===== src/rtl/cpurf_regs.vh =====
// register-file constants: field positions, reset values, operation codes
`ifndef CPURF_REGS_VH
`define CPURF_REGS_VH
// condition_flags bit positions
`define CPURF_CCR_I 7
`define CPURF_CCR_U1 6
`define CPURF_CCR_H 5
`define CPURF_CCR_U0 4
`define CPURF_CCR_N 3
`define CPURF_CCR_Z 2
`define CPURF_CCR_V 1
`define CPURF_CCR_C 0
// reset vector address and stack pointer register index
`define CPURF_PC_RESET_VEC 16'h0000
`define CPURF_SP_INDEX 3'h7
// write size codes for general register port
`define CPURF_SZ_WORD 2'h0
`define CPURF_SZ_HIGH 2'h1
`define CPURF_SZ_LOW 2'h2
// flag-update operation codes
`define CPURF_OP_NONE 4'h0
`define CPURF_OP_ADDB 4'h1
`define CPURF_OP_SUBB 4'h2
`define CPURF_OP_ADDW 4'h3
`define CPURF_OP_SUBW 4'h4
`define CPURF_OP_LOGB 4'h5
`define CPURF_OP_LOGW 4'h6
`define CPURF_OP_SHFB 4'h7
`define CPURF_OP_BITC 4'h8
// flags-instruction codes
`define CPURF_FI_NONE 3'h0
`define CPURF_FI_LOAD 3'h1
`define CPURF_FI_AND 3'h2
`define CPURF_FI_OR 3'h3
`define CPURF_FI_XOR 3'h4
// branch condition codes
`define CPURF_BR_ALWAYS 4'h0
`define CPURF_BR_NEVER 4'h1
`define CPURF_BR_HI 4'h2
`define CPURF_BR_LS 4'h3
`define CPURF_BR_CC 4'h4
`define CPURF_BR_CS 4'h5
`define CPURF_BR_NE 4'h6
`define CPURF_BR_EQ 4'h7
`define CPURF_BR_VC 4'h8
`define CPURF_BR_VS 4'h9
`define CPURF_BR_PL 4'ha
`define CPURF_BR_MI 4'hb
`define CPURF_BR_GE 4'hc
`define CPURF_BR_LT 4'hd
`define CPURF_BR_GT 4'he
`define CPURF_BR_LE 4'hf
`endif


===== src/rtl/cpurf_flag_calc.v =====
// flag computation from an operation's operands and result
`timescale 1ns/1ps
module cpurf_flag_calc (
    input wire [3:0] op_i,           // flag-update operation code
    input wire [15:0] opa_i,         // first operand
    input wire [15:0] opb_i,         // second operand
    input wire [15:0] res_i,         // result
    input wire carry_in_i,           // shifted-out bit or bit accumulator value
    input wire [7:0] flags_i,        // current flags
    output reg [7:0] flags_o         // updated flags
);
`include "cpurf_regs.vh"
    // ===========================================================
    // flag derivation
    reg [4:0] nib_sum;
    reg [12:0] w12_sum;
    reg [8:0] b_sum;
    reg [16:0] w_sum;
    reg sub_b;
    reg wide;
    always @*
    begin
        flags_o = flags_i;
        sub_b = (op_i == `CPURF_OP_SUBB) || (op_i == `CPURF_OP_SUBW);
        wide = (op_i == `CPURF_OP_ADDW) || (op_i == `CPURF_OP_SUBW) || (op_i == `CPURF_OP_LOGW);
        // borrow expressed as inverted carry of a + ~b + 1
        nib_sum = {1'b0, opa_i[3:0]} + {1'b0, (sub_b ? ~opb_i[3:0] : opb_i[3:0])} + {4'h0, sub_b};
        w12_sum = {1'b0, opa_i[11:0]} + {1'b0, (sub_b ? ~opb_i[11:0] : opb_i[11:0])} + {12'h000, sub_b};
        b_sum = {1'b0, opa_i[7:0]} + {1'b0, (sub_b ? ~opb_i[7:0] : opb_i[7:0])} + {8'h00, sub_b};
        w_sum = {1'b0, opa_i} + {1'b0, (sub_b ? ~opb_i : opb_i)} + {16'h0000, sub_b};
        case (op_i)
            `CPURF_OP_ADDB, `CPURF_OP_SUBB:
            begin
                flags_o[`CPURF_CCR_H] = nib_sum[4] ^ sub_b;
                flags_o[`CPURF_CCR_C] = b_sum[8] ^ sub_b;
                flags_o[`CPURF_CCR_V] = (opa_i[7] ^ res_i[7]) & ~(opa_i[7] ^ opb_i[7] ^ sub_b);
            end
            `CPURF_OP_ADDW, `CPURF_OP_SUBW:
            begin
                flags_o[`CPURF_CCR_H] = w12_sum[12] ^ sub_b;
                flags_o[`CPURF_CCR_C] = w_sum[16] ^ sub_b;
                flags_o[`CPURF_CCR_V] = (opa_i[15] ^ res_i[15]) & ~(opa_i[15] ^ opb_i[15] ^ sub_b);
            end
            `CPURF_OP_LOGB, `CPURF_OP_LOGW:
                flags_o[`CPURF_CCR_V] = 1'b0;
            `CPURF_OP_SHFB:
                flags_o[`CPURF_CCR_C] = carry_in_i;
            `CPURF_OP_BITC:
                flags_o[`CPURF_CCR_C] = carry_in_i;
            default:
                flags_o = flags_i;
        endcase
        // sign and zero follow the result width
        if (op_i != `CPURF_OP_NONE && op_i != `CPURF_OP_BITC)
        begin
            flags_o[`CPURF_CCR_N] = wide ? res_i[15] : res_i[7];
            flags_o[`CPURF_CCR_Z] = wide ? (res_i == 16'h0000) : (res_i[7:0] == 8'h00);
        end
    end
endmodule // cpurf_flag_calc


===== src/rtl/cpurf_branch_eval.v =====
// conditional branch evaluation from the arithmetic flags
`timescale 1ns/1ps
module cpurf_branch_eval (
    input wire [3:0] cond_i,         // branch condition code
    input wire [7:0] flags_i,        // condition flags
    output reg taken_o               // branch taken
);
`include "cpurf_regs.vh"
    // ===========================================================
    // condition decode, only n z v c are consulted
    wire n = flags_i[`CPURF_CCR_N];
    wire z = flags_i[`CPURF_CCR_Z];
    wire v = flags_i[`CPURF_CCR_V];
    wire c = flags_i[`CPURF_CCR_C];
    always @*
    begin
        case (cond_i)
            `CPURF_BR_ALWAYS: taken_o = 1'b1;
            `CPURF_BR_NEVER: taken_o = 1'b0;
            `CPURF_BR_HI: taken_o = ~(c | z);
            `CPURF_BR_LS: taken_o = c | z;
            `CPURF_BR_CC: taken_o = ~c;
            `CPURF_BR_CS: taken_o = c;
            `CPURF_BR_NE: taken_o = ~z;
            `CPURF_BR_EQ: taken_o = z;
            `CPURF_BR_VC: taken_o = ~v;
            `CPURF_BR_VS: taken_o = v;
            `CPURF_BR_PL: taken_o = ~n;
            `CPURF_BR_MI: taken_o = n;
            `CPURF_BR_GE: taken_o = ~(n ^ v);
            `CPURF_BR_LT: taken_o = n ^ v;
            `CPURF_BR_GT: taken_o = ~(z | (n ^ v));
            `CPURF_BR_LE: taken_o = z | (n ^ v);
            default: taken_o = 1'b0;
        endcase
    end
endmodule // cpurf_branch_eval


===== src/rtl/cpurf_top.v =====
// cpu general registers, program counter and condition flags
`timescale 1ns/1ps
// Overview of operation
// - sixteen byte registers pair into eight words
// - data access by word, upper or lower byte
// - address reads always use the whole word
// - register seven serves as stack pointer
// - 16-bit program counter, lowest bit reads zero
// - eight-bit flags register, fixed bit layout
// - mask bit set blocks maskable interrupts
// - exception entry forces mask bit to one
// - two user bits are plain storage
// - byte arithmetic half-carry from bit three
// - word arithmetic half-carry from bit eleven
// - negative flag takes result sign bit
// - zero flag marks all-zero result
// - overflow flag marks signed overflow
// - carry from add, borrow, shifted bit
// - carry is the bit-operation accumulator
// - branches decide from n, z, v, c
// - flags loadable, storable, and/or/xor immediate
// - reset loads vector zero, sets mask only
// - bit operands select positions zero to seven
// - decimal adjust uses half-carry on digits
// - word ops limited; address add/sub word-only
module cpurf_top #(
    parameter NREG = 8                // number of word registers
) (
    input wire sys_clk_i,             // cpu clock
    input wire rst_b_i,               // asynchronous reset, active low
    input wire clk_en_i,              // clock enable, freezes state when low
    // general register read ports
    input wire [2:0] rd_a_idx_i,      // read port a word index
    input wire [1:0] rd_a_size_i,     // read port a size code
    output wire [15:0] rd_a_data_o,   // read port a data
    input wire [2:0] rd_b_idx_i,      // read port b word index
    input wire [1:0] rd_b_size_i,     // read port b size code
    output wire [15:0] rd_b_data_o,   // read port b data
    input wire [2:0] addr_idx_i,      // address source word index
    output wire [15:0] addr_data_o,   // address source, always full word
    output wire [15:0] stack_pointer_o, // current stack top
    // general register write port
    input wire wr_en_i,               // write strobe
    input wire [2:0] wr_idx_i,        // write word index
    input wire [1:0] wr_size_i,       // write size code
    input wire [15:0] wr_data_i,      // write data, bytes in low bits
    // stack pointer adjust
    input wire sp_wr_i,               // stack pointer update strobe
    input wire [15:0] sp_data_i,      // new stack pointer value
    // program counter
    input wire pc_wr_i,               // program counter load strobe
    input wire [15:0] pc_data_i,      // program counter load value
    input wire pc_inc_i,              // advance by one word
    input wire vec_load_i,            // reset vector fetch done strobe
    input wire [15:0] vec_data_i,     // vector contents
    output wire [15:0] program_counter_o, // fetch address, bit 0 zero
    output wire [15:0] vec_addr_o,    // reset vector address
    // flags
    input wire [3:0] flag_op_i,       // flag-update operation
    input wire [15:0] flag_opa_i,     // first operand
    input wire [15:0] flag_opb_i,     // second operand
    input wire [15:0] flag_res_i,     // operation result
    input wire flag_cin_i,            // shifted-out bit or accumulator value
    input wire [2:0] flags_instr_i,   // flags-instruction code
    input wire [7:0] flags_imm_i,     // flags-instruction operand
    input wire exc_entry_i,           // exception handling begins
    output wire [7:0] condition_flags_o, // condition_flags register
    output wire int_blocked_o,        // maskable interrupts blocked
    // branch
    input wire [3:0] br_cond_i,       // branch condition code
    output wire br_taken_o,           // branch condition met
    // bit operand select
    input wire [2:0] bit_pos_i,       // bit position in byte
    input wire bit_src_hi_i,          // source is upper byte
    input wire [2:0] bit_idx_i,       // register holding the bit
    output wire bit_val_o,            // selected bit value
    // decimal adjust
    input wire [7:0] dadj_in_i,       // byte holding two digits
    input wire dadj_sub_i,            // adjust after subtract
    output wire [7:0] dadj_out_o      // adjusted byte
);
`include "cpurf_regs.vh"

    // ===========================================================
    // reset release synchroniser
    reg rst_s1_q;
    reg rst_s2_q;
    always @(posedge sys_clk_i or negedge rst_b_i)
    begin
        if (!rst_b_i)
        begin
            rst_s1_q <= 1'b0;
            rst_s2_q <= 1'b0;
        end
        else
        begin
            rst_s1_q <= 1'b1;
            rst_s2_q <= rst_s1_q;
        end
    end
    wire rst_n = rst_s2_q;

    // ===========================================================
    // shared decode helpers
    function [15:0] cpurf_rd_sel;
        input [15:0] word;
        input [1:0] size;
        begin
            case (size)
                `CPURF_SZ_HIGH: cpurf_rd_sel = {8'h00, word[15:8]};
                `CPURF_SZ_LOW: cpurf_rd_sel = {8'h00, word[7:0]};
                default: cpurf_rd_sel = word;
            endcase
        end
    endfunction

    // ===========================================================
    // general registers, held as upper and lower byte halves
    // no reset: contents are undefined until software writes them
    reg [7:0] gen_hi_q [0:NREG-1];
    reg [7:0] gen_lo_q [0:NREG-1];
    genvar gi;
    generate
        for (gi = 0; gi < NREG; gi = gi + 1)
        begin : g_reg
            wire sel = wr_en_i && (wr_idx_i == gi);
            wire is_sp = (gi == `CPURF_SP_INDEX);
            always @(posedge sys_clk_i)
            begin
                if (clk_en_i)
                begin
                    // byte halves write independently
                    if (sel && wr_size_i == `CPURF_SZ_WORD)
                    begin
                        gen_hi_q[gi] <= wr_data_i[15:8];
                        gen_lo_q[gi] <= wr_data_i[7:0];
                    end
                    else if (sel && wr_size_i == `CPURF_SZ_HIGH)
                        gen_hi_q[gi] <= wr_data_i[7:0];
                    else if (sel && wr_size_i == `CPURF_SZ_LOW)
                        gen_lo_q[gi] <= wr_data_i[7:0];
                    else if (is_sp && sp_wr_i)
                    begin
                        // implicit stack adjust yields to an explicit write
                        gen_hi_q[gi] <= sp_data_i[15:8];
                        gen_lo_q[gi] <= sp_data_i[7:0];
                    end
                end
            end
        end
    endgenerate

    // read ports
    wire [15:0] word_a = {gen_hi_q[rd_a_idx_i], gen_lo_q[rd_a_idx_i]};
    wire [15:0] word_b = {gen_hi_q[rd_b_idx_i], gen_lo_q[rd_b_idx_i]};
    assign rd_a_data_o = cpurf_rd_sel(word_a, rd_a_size_i);
    assign rd_b_data_o = cpurf_rd_sel(word_b, rd_b_size_i);
    // addresses ignore the size code entirely
    assign addr_data_o = {gen_hi_q[addr_idx_i], gen_lo_q[addr_idx_i]};
    assign stack_pointer_o = {gen_hi_q[`CPURF_SP_INDEX], gen_lo_q[`CPURF_SP_INDEX]};

    // ===========================================================
    // program counter; bit 0 never stored, so odd loads fall back a byte
    reg [14:0] pc_q;
    always @(posedge sys_clk_i or negedge rst_n)
    begin
        if (!rst_n)
            pc_q <= 15'h0000;
        else if (clk_en_i)
        begin
            if (vec_load_i)
                pc_q <= vec_data_i[15:1];
            else if (pc_wr_i)
                pc_q <= pc_data_i[15:1];
            else if (pc_inc_i)
                pc_q <= pc_q + 15'h0001;
        end
    end
    assign program_counter_o = {pc_q, 1'b0};
    assign vec_addr_o = `CPURF_PC_RESET_VEC;

    // ===========================================================
    // condition flags
    reg [7:0] ccr_q;
    wire [7:0] flags_calc;
    reg [7:0] ccr_d;

    cpurf_flag_calc u_flag_calc (
        .op_i(flag_op_i),
        .opa_i(flag_opa_i),
        .opb_i(flag_opb_i),
        .res_i(flag_res_i),
        .carry_in_i(flag_cin_i),
        .flags_i(ccr_q),
        .flags_o(flags_calc)
    );

    // flags instruction wins over arithmetic update; exception entry forces mask
    always @*
    begin
        case (flags_instr_i)
            `CPURF_FI_LOAD: ccr_d = flags_imm_i;
            `CPURF_FI_AND: ccr_d = ccr_q & flags_imm_i;
            `CPURF_FI_OR: ccr_d = ccr_q | flags_imm_i;
            `CPURF_FI_XOR: ccr_d = ccr_q ^ flags_imm_i;
            default: ccr_d = flags_calc;                    // user bits pass through
        endcase
        if (exc_entry_i)
            ccr_d[`CPURF_CCR_I] = 1'b1;
    end

    // one driver; only the mask bit is reset, others hold
    always @(posedge sys_clk_i or negedge rst_n)
    begin
        if (!rst_n)
            ccr_q[`CPURF_CCR_I] <= 1'b1;
        else if (clk_en_i)
            ccr_q <= ccr_d;
    end
    assign condition_flags_o = ccr_q;
    assign int_blocked_o = ccr_q[`CPURF_CCR_I];

    // ===========================================================
    // branch evaluation
    cpurf_branch_eval u_branch_eval (
        .cond_i(br_cond_i),
        .flags_i(ccr_q),
        .taken_o(br_taken_o)
    );

    // ===========================================================
    // single-bit operand select within a byte
    wire [7:0] bit_byte = bit_src_hi_i ? gen_hi_q[bit_idx_i] : gen_lo_q[bit_idx_i];
    assign bit_val_o = bit_byte[bit_pos_i];

    // ===========================================================
    // decimal adjust on two packed digits using half-carry and carry
    reg [7:0] dadj_corr;
    always @*
    begin
        dadj_corr = 8'h00;
        if (ccr_q[`CPURF_CCR_H] || (!dadj_sub_i && dadj_in_i[3:0] > 4'h9))
            dadj_corr[3:0] = 4'h6;
        if (ccr_q[`CPURF_CCR_C] || (!dadj_sub_i && dadj_in_i > 8'h99))
            dadj_corr[7:4] = 4'h6;
    end
    // subtract form only corrects on the recorded flags
    assign dadj_out_o = dadj_sub_i ? (dadj_in_i - dadj_corr) : (dadj_in_i + dadj_corr);

endmodule // cpurf_top


===== config.mk =====
export PLATFORM = sky130hd
export DESIGN_NAME = cpurf_top
export DESIGN_NICKNAME = d
export VERILOG_FILES = /design/src/rtl/cpurf_flag_calc.v /design/src/rtl/cpurf_branch_eval.v /design/src/rtl/cpurf_top.v
export VERILOG_INCLUDE_DIRS = /design/src /design/src/rtl
export SDC_FILE = /design/constraint.sdc
export NUM_CORES = 1
export LEC_CHECK = 0
export ABC_AREA = 1
export BUFFER_PORTS_ARGS = -buffer_cell sky130_fd_sc_hd__buf_2
export CORE_MARGIN = 2
export CORE_UTILIZATION = 57
export CTS_BUF_LIST = sky130_fd_sc_hd__clkbuf_8
export DETAILED_ROUTE_END_ITERATION = 7
export PLACE_DENSITY_LB_ADDON = 0.15
export REMOVE_ABC_BUFFERS = 1
export SYNTH_ARGS = -nofsm -noshare
export SYNTH_HDL_FRONTEND = slang
export SYNTH_SLANG_ARGS = --single-unit

===== constraint.sdc =====
create_clock -name sys_clk_i -period 2.1 [get_ports sys_clk_i]
set_clock_uncertainty 0.05 [all_clocks]
set_input_delay 0.21 -clock sys_clk_i [delete_from_list [all_inputs] [get_ports sys_clk_i]]
set_output_delay 0.21 -clock sys_clk_i [all_outputs]
set_load 0.01 [all_outputs]

* After elaboration in Yosys (flattened, before gate mapping)
Memories as Yosys holds them, arrays and structs flattened.
Index checks and enable logic that the tools add are counted.
** Operators by class
- Add/subtract/negate cells :: 11
- Magnitude comparators :: 3
- Equal/unequal tests :: 41
- Mux-type cells :: 180
- Bitwise operators :: 49
- Reduce and logical (&&, ||, !) cells :: 77
** Operators with widths (number)
- two-way mux 8 bit :: 33
- two-way mux 1 bit :: 118
- OR reduction 8 bit :: 12
- case mux 16 bit (2 select lines) :: 2
- two-way mux 15 bit :: 3
- two-way mux 3 bit :: 14
- equality test 4 bit, second input constant :: 9
- logical AND 1 bit :: 35
- equality test 4 x 3 -> 1 bit, second input constant :: 8
- case mux 8 bit (4 select lines) :: 1
- OR 1 bit :: 20
- adder 16 x 16 -> 17 bit :: 1
- adder 17 x 1 -> 17 bit :: 1
- equality test 4 x 2 -> 1 bit, second input constant :: 4
- logical NOT 16 bit :: 1
- two-way mux 16 bit :: 1
- NOT 16 bit :: 1
- case mux 1 bit (16 select lines) :: 1
- adder 15 x 1 -> 15 bit, second input constant :: 1
- equality test 3 bit, second input constant :: 5
- AND reduction 3 bit :: 5
- nonzero test 7 bit :: 2
- adder 12 x 12 -> 13 bit :: 1
- adder 13 x 1 -> 13 bit :: 1
- 42 further kinds :: 81
** Word-level totals
- Register bits after elaboration :: 25
- RAM bits :: 128
- Input port bits :: 175
- Output and inout port bits :: 115
- Word-level logic and storage cells :: 372
- Memories kept :: 2
** Memories
- gen_hi_q :: words 8, bits a word 8, read ports 5, clocked after Yosys merged registers in 0, wr ports 2, line cpurf_top.v:120 : reg [7:0] gen_hi_q [0:NREG-1];
- gen_lo_q :: words 8, bits a word 8, read ports 5, clocked after Yosys merged registers in 0, wr ports 2, line cpurf_top.v:121 : reg [7:0] gen_lo_q [0:NREG-1];

* Depth between registers and ports, before layout
Gate-level depths: netlist of the first run.
- Word-level depth :: 16
- Mapped depth :: 20
- Gate-level depth less buffers :: 19

* Modules after synthesis
From an unflattened synthesis of the first run, not the netlist that was laid out.
** Second synthesis, totals
- Cells, all modules :: 1878
- Area, all modules :: 13296.5 um2
** By module, submodules not included
- cpurf_top :: times used 1, cells an instance 1697, area an instance 12218.0 um2, seq. area each 4505.6 um2
- cpurf_flag_calc :: times used 1, cells an instance 133, area an instance 888.4 um2, seq. area each 0.0 um2
- cpurf_branch_eval :: times used 1, cells an instance 48, area an instance 190.2 um2, seq. area each 0.0 um2

* Worst setup path before layout of the first run
Ideal clock, no wire load.
- Kind :: input to register
- Start point :: in flag_op_i[2]
- End point :: reg ccr_q[5] (netlist: condition_flags_o[5]), data pin
- Library setup time :: 0.260 ns
- Data arrival time :: 2.007 ns
- Slack :: -0.217 ns
- Cell stages on the path :: 17
- Buffers on the path :: 1
- Cells stage by stage :: inv_1 > nor2_1 > nand2_1 > nand2_4 > buf_2 > xor2_1 > ha_1 > nand2_1 > or2_2 > nand2_1 > a21oi_1 > nand3_1 > nand2_1 > nand2_1 > nand2_1 > nand2_1 > nand2_1
** Between the ends
- Word-level cells in the longest chain between the ends :: 8
- Elaborated cells on any way between the ends :: 17
- Classes of those cells :: add/sub: 4; eq/ne: 4; mux: 4; bitwise: 2; reduce/logical: 3
** Ends and longest elaborated chain
- from (decl) :: line cpurf_top.v:59 : input wire [3:0] flag_op_i,
- equality test 4 x 2 -> 1 bit or equality test 4 x 3 -> 1 bit (tied branches) :: line cpurf_flag_calc.v:31 : case (op_i)
- logical OR 1 bit :: line cpurf_flag_calc.v:24 : sub_b = (op_i == `CPURF_OP_SUBB) || (op_i == `CPURF_OP_SUBW);
- two-way mux 12 bit or two-way mux 4 bit (tied branches) :: line cpurf_flag_calc.v:28, cpurf_flag_calc.v:27
- adder 12 x 12 -> 13 bit or adder 4 x 4 -> 5 bit (tied branches) :: line cpurf_flag_calc.v:28, cpurf_flag_calc.v:27
- adder 13 x 1 -> 13 bit or adder 5 x 1 -> 5 bit (tied branches) :: line cpurf_flag_calc.v:28, cpurf_flag_calc.v:27
- bitwise XOR 1 bit (on tied branches) :: line cpurf_flag_calc.v:40, cpurf_flag_calc.v:34
- case mux 1 bit (2 select lines) * :: line cpurf_flag_calc.v:31
- case mux 8 bit (4 select lines) * :: line cpurf_top.v:201 : case (flags_instr_i)
- net ccr_d[5] :: line cpurf_top.v:186 : reg [7:0] ccr_d;
- to (signal assigned) :: line cpurf_top.v:218 : ccr_q <= ccr_d;
- to (decl) :: line cpurf_top.v:184 : reg [7:0] ccr_q;
Mark *: on every way through the listed nets, which the timed path passes. The rest lies on a longest branch.
A chain may end at the register's enable or synchronous reset.

* Final worst setup path of the first run
- Start point :: reg ccr_q[5] (netlist: condition_flags_o[5])
- End point :: out dadj_out_o[6]
** Between the ends
- Word-level cells in the longest chain between the ends :: 4
- Elaborated cells on any way between the ends :: 5
- Classes of those cells :: add/sub: 2; mux: 2; reduce/logical: 1
** Ends and longest elaborated chain
- logical OR 1 bit * :: line cpurf_top.v:242 : if (ccr_q[`CPURF_CCR_H] || (!dadj_sub_i && dadj_in_i[3:0] > 4'h9))
- two-way mux 3 bit * :: line cpurf_top.v:242
- adder 8 x 7 -> 8 bit or subtractor 8 x 7 -> 8 bit (tied branches) :: line cpurf_top.v:248 : assign dadj_out_o = dadj_sub_i ? (dadj_in_i - dadj_corr) : (dadj_in_i + dadj_corr);
- two-way mux 8 bit * :: line cpurf_top.v:248
- to (decl) :: line cpurf_top.v:80 : output wire [7:0] dadj_out_o
Every way passes the cells marked *; elsewhere a longest branch is shown, timed or not.

==> results of run 1 <==
-- logic make-up (layout without fill, tap and decap cells) --
logic type,Yosys count,in the layout,synth area share
XOR/XNOR,30,30,0.0204
flip-flops,153,153,0.349
adder cells (fa/ha/maj),45,45,0.0436
other,2,22,0.000582
AO/OA/AOI/OAI,737,737,0.311
AND/OR/NAND/NOR,548,549,0.176
buffers and inverters,295,619,0.0988
-- where the power goes --
group	switching, mW	total (mW)	internal [mW]	leakage (nW)
logic	1.65	2.76	1.11	5.42
clock network	1.24	2.19	0.953	0.183
registers	0.118	3.55	3.43	1.44
-- cells in the mapped netlist (all sizes together) (2+ instances only) --
library cell / instances / area share
clkinv: 3 / 0.00087
o21a: 6 / 0.0035
nor3: 8 / 0.0052
dfrtp: 17 / 0.033
xnor2: 5 / 0.0034
o22ai: 4 / 0.0019
nand4: 3 / 0.0019
nand2: 252 / 0.075
a21oi: 177 / 0.071
a22oi: 4 / 0.0023
nor2: 212 / 0.064
o21ai: 441 / 0.17
or2: 4 / 0.0019
a221oi: 4 / 0.0027
inv: 147 / 0.043
buf: 86 / 0.038
a211oi: 2 / 0.0012
edfxtp: 135 / 0.31
o211ai: 70 / 0.041
clkbuf: 59 / 0.018
o2111ai: 3 / 0.0020
conb: 2 / 0.00058
nand3: 64 / 0.026
xor2: 25 / 0.017
a31oi: 21 / 0.010
o31ai: 2 / 0.0022
ha: 45 / 0.044
nor4: 4 / 0.0019
-- final timing paths --
check | start | endpoint | slack, ns
min in group asynchronous | rst_n | pc_q[1] | 0.19
min reg2reg | rst_n | pc_q[1] | 0.19
max in group asynchronous | rst_b_i | rst_n | 1.28
min | vec_data_i[5] | pc_q[4] | 0.009
max reg2reg | pc_q[0] | pc_q[14] | 0.24
max | condition_flags_o[5] | dadj_out_o[6] | -0.58
-- state kept, by name, indices dropped and copies added (netlist names) --
name,count
condition_flags_o,7
gen_hi_q,64
gen_lo_q,64
int_blocked_o,1
pc_q,15
rst_n,1
rst_s1_q,1
-- layer usage --
metal / global-route usage / routed length (um)
met5: 0 / 0
met1: 0.461 / 16700
met2: 0.648 / 22300
met4: 0.208 / 2560
met3: 0.0560 / 5030
-- per-stage QoR --
stage                     instances  hold slack (ns)  total power, mW  setup TNS, ns  setup slack, ns
after CTS                      2424          0.00144             8.35          -2.07           -0.520
after floorplan                1681           -0.136             4.79         -0.328           -0.120
after detailed placement       2350          -0.0534             6.09          -1.38           -0.338
after global routing           2440          0.00234             8.87          -3.12           -0.660
final                          2440          0.00933             8.50          -2.44           -0.580
after global placement         2350          -0.0523             6.03          -1.01           -0.238
-- worst max-delay path: stages, from the launching register on --
cell      delay, ns
edfxtp_1       0.37
inv_1          0.06
o21ai_1        0.07
buf_4          0.19
nand2_4        0.08
ha_4           0.30
nand2_1        0.07
o21ai_2        0.17
a21oi_1        0.11
o21ai_1        0.19
xor2_1         0.19
buf_2          0.15
-- layout make-up --
class                      instances  share of cell area
multi-input combinational       1379               0.461
sequential                       153               0.277
timing repair buffer             437               0.180
inverter                         150              0.0353
tap                              285              0.0220
clock buffer                      17              0.0144
clock inverter                    15             0.00855
antenna                            4            0.000616
-- timing repair --
item | 4_1_cts | 5_1_grt
hold buffers | 31 | 0
pin swaps | 24 | 29
hold endpoints to repair | 77 | 0
cloned | 0 | 1
gates resized for setup | 65 | 83
setup buffers | 11 | 15
endpoints found under the setup margin | 14 | 34
==> out/metrics.cfg, run 1 <==
[run_status]
status = finished with violations
violations = design-rule violations, negative setup slack

[final_layout]
postLayoutCellArea_um2 = 16200
layout.nets = 2358
final_core_util = 0.724
multiInputGateArea_um2 = 7490
num-fill-cells = 1865
final_common_cell = o21ai_0
drive_above_1_share = 0.264
final_cell_mix = o21ai_0 (345), buf_2 (268), nand2_1 (231)
area_growth_pct = 25.8
seq_area_um2 = 4510

[synthesis]
synth.distinct_cells = 49
yosysSeqAreaShare = 0.349
syn-mean-instance-area_um2 = 7.13
yosys_warnings = 0
ys_async_sr_fraction = 0.118
synth_edf_count = 135
syn_area_um2 = 12900
syn_inst = 1810
synth-seq-cells = 153
synth_flop_cell = edfxtp_1

[sta]
slew_violations = 0
setup_viol = 6
tightest_slew_ns = 0.586
slew_headroom = 0.610
worst_slack_ns = -0.580
final.period_utilization = 1.28
fmax_mhz = 373
period_needed_ns = 2.68
rsz0062_at_grt = yes
hold_viol_final = 0

[setup_path]
crit_type = reg2out
r2r_cells = 9
worst_ep_arrival_time_ns = 2.42
cp_max_fo = 4
cp-start-kind = flop
crit_path_end_kind = output port
critical_path_required_ns = 1.84

[cts]
cts_tree = yes
h-tree-depth = 4
clk_path_buf_depth = 2
clock_sinks = 153
numCtsBuffers = 17
cts.clk_slew.worst_paths_ns = 0.09
clk_latency_ns = 0.48
cts_root_buffer = clkbuf_8

[route]
drt_first_pass_iters = 8
remaining_drc_errors = 1
via_count = 14800
finalWirelength_mm = 46.6
avgViaCountPerCell = 6.08
final_antenna_net_count = 0
wl_per_cell_um = 19.1
drt_iter0_drc = 1613

[placed_design]
placed_cell_area_um2 = 15000
io_buffers = 268
place.detailed.hpwl_mm = 33.2
gp_congestion = 0.938

[die]
die_w_um = 154
pin_count = 290
fp.coreArea_um2 = 22400
rows = 55
start_util = 0.575
dieArea_um2 = 23900
die_y_um = 154

[global_route]
grt_use_total = 0.378
grt_max_degree = 59
grt_pass1_wl_mm = 70.9
antenna_found_initial = 4
first_global_vias = 13700
grt.overflow.total = 0

[min_path]
hold_class = in2reg
hold_depth = 3

[flow_run]
maxCapViolations = 0

[pwr]
leakagePower_nw = 7.04
peakVddDrop_v = 0.000434
p_per_area_nw_per_um2 = 523

No activity file was read; power rests on OpenSTA's default activity.
==> inputs of run 2 (changes only) <==
- ABC_AREA: 1 -> default
==> run 2 against run 1 <==
Against the previous run:
- the run ends with negative setup slack left
- clock-buffer cell count unchanged
- critical path type unchanged
- core utilization up 7.5 points
- register-to-register slack worse by 0.03 ns
- design area up 4.4%
- combinational power up 5%
- hold slack better by 0.019 ns
- area after synthesis down 3.9%
- global-route usage down 2.2 points
==> out/metrics.cfg, run 2 <==
[run_status]
status = finished with violations
violations = negative setup slack

[synthesis]
synth_flop_cell = edfxtp_1
syn_inst = 999
syn-mean-instance-area_um2 = 12.4
ys_async_sr_fraction = 0.118
ys_top_cells_by_area = edfxtp_1 (33%), mux4_2 (23%), mux2_1 (5.4%)
yosys_warnings = 0
synth_edf_count = 135
yosysSeqAreaShare = 0.363
syn_area_um2 = 12400
synth.top_cell.area_share = 0.327
post-synth-top-count-cell = edfxtp_1
synth-seq-cells = 153
synth_common_cells = edfxtp_1 (135), mux4_2 (129), nand2_1 (69), mux2i_1 (62), mux2_1 (59)
synth.distinct_cells = 59
synth.largest_area_cell = edfxtp_1

[cts]
clock_sinks = 153
cts.clk_slew.worst_paths_ns = 0.09
cts_tree = yes
h-tree-depth = 4
numCtsBuffers = 17
cts_root_buffer = clkbuf_8
clk_latency_ns = 0.45
clk_path_buf_depth = 2

[pwr]
leakagePower_nw = 6.87
clkPwrFrac = 0.257
peakVddDrop_v = 0.000423
switching_share = 0.312
internal_power_mw = 5.98
switchingPower_mw = 2.72
p_seq_frac = 0.409
p_comb_frac = 0.334
p_per_area_nw_per_um2 = 513

[setup_path]
r2r_slack_ns = 0.21
slowest_delay_ns = 0.38
critPathLaunch = condition_flags_o[5]
cp_top_family = compound AO/OA/AOI/OAI gates
r2r_end = pc_q[14]
crit_path_end_kind = output port
r2r_cells = 8
worstSetupPathDepth = 13
r2r_start = pc_q[0]
critPathSlowestCell = edfxtp_1
cp-start-kind = flop
critical_path_required_ns = 1.84
critPathCapture = dadj_out_o[7]
cp_common_cell = o21a_1
crit_chain = inv_2 -> o21ai_4 -> buf_6 -> inv_4 -> ha_4 -> o21a_1 -> o21a_1 -> o21a_1 -> o21ai_1 -> nand2b_1 -> a21oi_2 -> xnor2_1 -> buf_2
crit_type = reg2out
worst_ep_arrival_time_ns = 2.62
cp_max_fo = 3
worstPathBufferInverterCount = 4

[die]
rows = 53
dieArea_um2 = 23000
start_util = 0.584
die_y_um = 152
die_w_um = 152
fp.coreArea_um2 = 21200
pin_count = 290

[sta]
rsz0062_at_grt = yes
holdWs_ns = 0.0282
fmax_mhz = 347
slew_headroom = 0.262
worst_slack_ns = -0.778
hold_viol_final = 0
setup_viol = 56
tightest_slew_ns = 1.10
period_needed_ns = 2.88
tns_ns = -10.76
final.period_utilization = 1.37
slew_violations = 0

[global_route]
grt_max_degree = 33
first_global_vias = 11000
antenna_found_initial = 5
grt_use_total = 0.356
grt_pass1_wl_mm = 60.4
grt.overflow.total = 0

[flow_run]
maxCapViolations = 0

[route]
wl_per_cell_um = 23.8
drt_first_pass_iters = 5
avgViaCountPerCell = 6.44
remaining_drc_errors = 0
final_antenna_net_count = 0
finalWirelength_mm = 41.3
via_count = 11200
drt_iter0_drc = 939

[placed_design]
place.detailed.hpwl_mm = 28.5
gp_congestion = 0.977
placed_cell_area_um2 = 15300
io_buffers = 268

[final_layout]
final_common_cell = buf_2
reg_top3 = gen_hi_q (64), gen_lo_q (64), pc_q (15)
postLayoutCellArea_um2 = 17000
area_growth_pct = 36.7
drive_above_1_share = 0.495
layout.nets = 1661
final_cell_mix = buf_2 (247), buf_4 (139), edfxtp_1 (135)
final_core_util = 0.799

[min_path]
hold_class = in2async

[run 2: cell types whose count changed in the layout (fill, tap and decap cells not counted), sizes merged, moves of 107 or more]
cell	before	now
a21oi	177	44
inv	154	47
mux4	0	129
nand2	253	69
nor2	212	43
o21ai	441	54
[run 2: metrics by stage]
| stage | power, mW | cells | worst slack (ns) |
|---|---|---|---|
| after CTS | 8.51 | 1720 | -0.708 |
| after detailed placement | 6.05 | 1652 | -1.28 |
| after floorplan | 4.80 | 937 | -1.39 |
| final | 8.70 | 1733 | -0.778 |
| after global placement | 5.99 | 1652 | -1.19 |
| after global routing | 9.06 | 1732 | -0.865 |
[run 2: logic make-up (layout without fill, tap and decap cells)]
| logic type | count (synthesis) | count (layout) | synth area share |
|---|---|---|---|
| multiplexers | 276 | 276 | 0.361 |
| AND/OR/NAND/NOR | 208 | 208 | 0.0825 |
| AO/OA/AOI/OAI | 164 | 164 | 0.0797 |
| flip-flops | 153 | 153 | 0.363 |
| buffers and inverters | 114 | 553 | 0.0409 |
| adder cells (fa/ha/maj) | 45 | 45 | 0.0454 |
| XOR/XNOR | 37 | 37 | 0.0261 |
| other | 2 | 22 | 0.000606 |
[run 2: what timing repair did]
item	4_1_cts	5_1_grt
hold buffers	26	1
setup buffers	25	29
pin swaps	32	25
gates resized for setup	125	58
endpoints found under the setup margin	57	60
hold endpoints to repair	27	1
[run 2: how the worst min path moves through the flow]
stage	depth (start not counted)	to	start	slack, ns
6_report	2	rst_s1_q	rst_b_i	0.03
2_1_floorplan	0	rst_n	rst_b_i	-0.14
3_5_place_dp	1	rst_n	rst_b_i	-0.05
5_1_grt	2	rst_s1_q	rst_b_i	0.008
3_3_place_gp	1	rst_s1_q	rst_b_i	-0.05
4_1_cts	2	gen_lo_q[7][0]	sp_data_i[0]	0.001
[run 2: power groups by stage]
stage          Sequential [mW]  Combinational [mW]  Clock, mW
5_1_grt                   3.57                3.10       2.39
6_report                  3.56                2.91       2.24
3_3_place_gp              3.61                2.39          0
4_1_cts                   3.55                2.71       2.25
2_1_floorplan             3.64                1.16          0
3_5_place_dp              3.61                2.44          0
[run 2: area by class of cell]
cell class / count / area, um^2
Clock buffer: 17 / 234
Inverter: 36 / 140
Timing Repair Buffer: 485 / 3510
Sequential cell: 153 / 4510
Antenna cell: 4 / 10.0
Tap cell: 275 / 344
Clock inverter: 15 / 146
Fill cell: 1257 / 4260
Multi-Input combinational cell: 748 / 8070
[run 2: layer usage]
| metal | GRT usage | part of all wire |
|---|---|---|
| met3 | 0.0856 | 0.11 |
| met1 | 0.430 | 0.34 |
| met4 | 0.159 | 0.050 |
| met2 | 0.611 | 0.50 |
| met5 | 0 | 0.00061 |
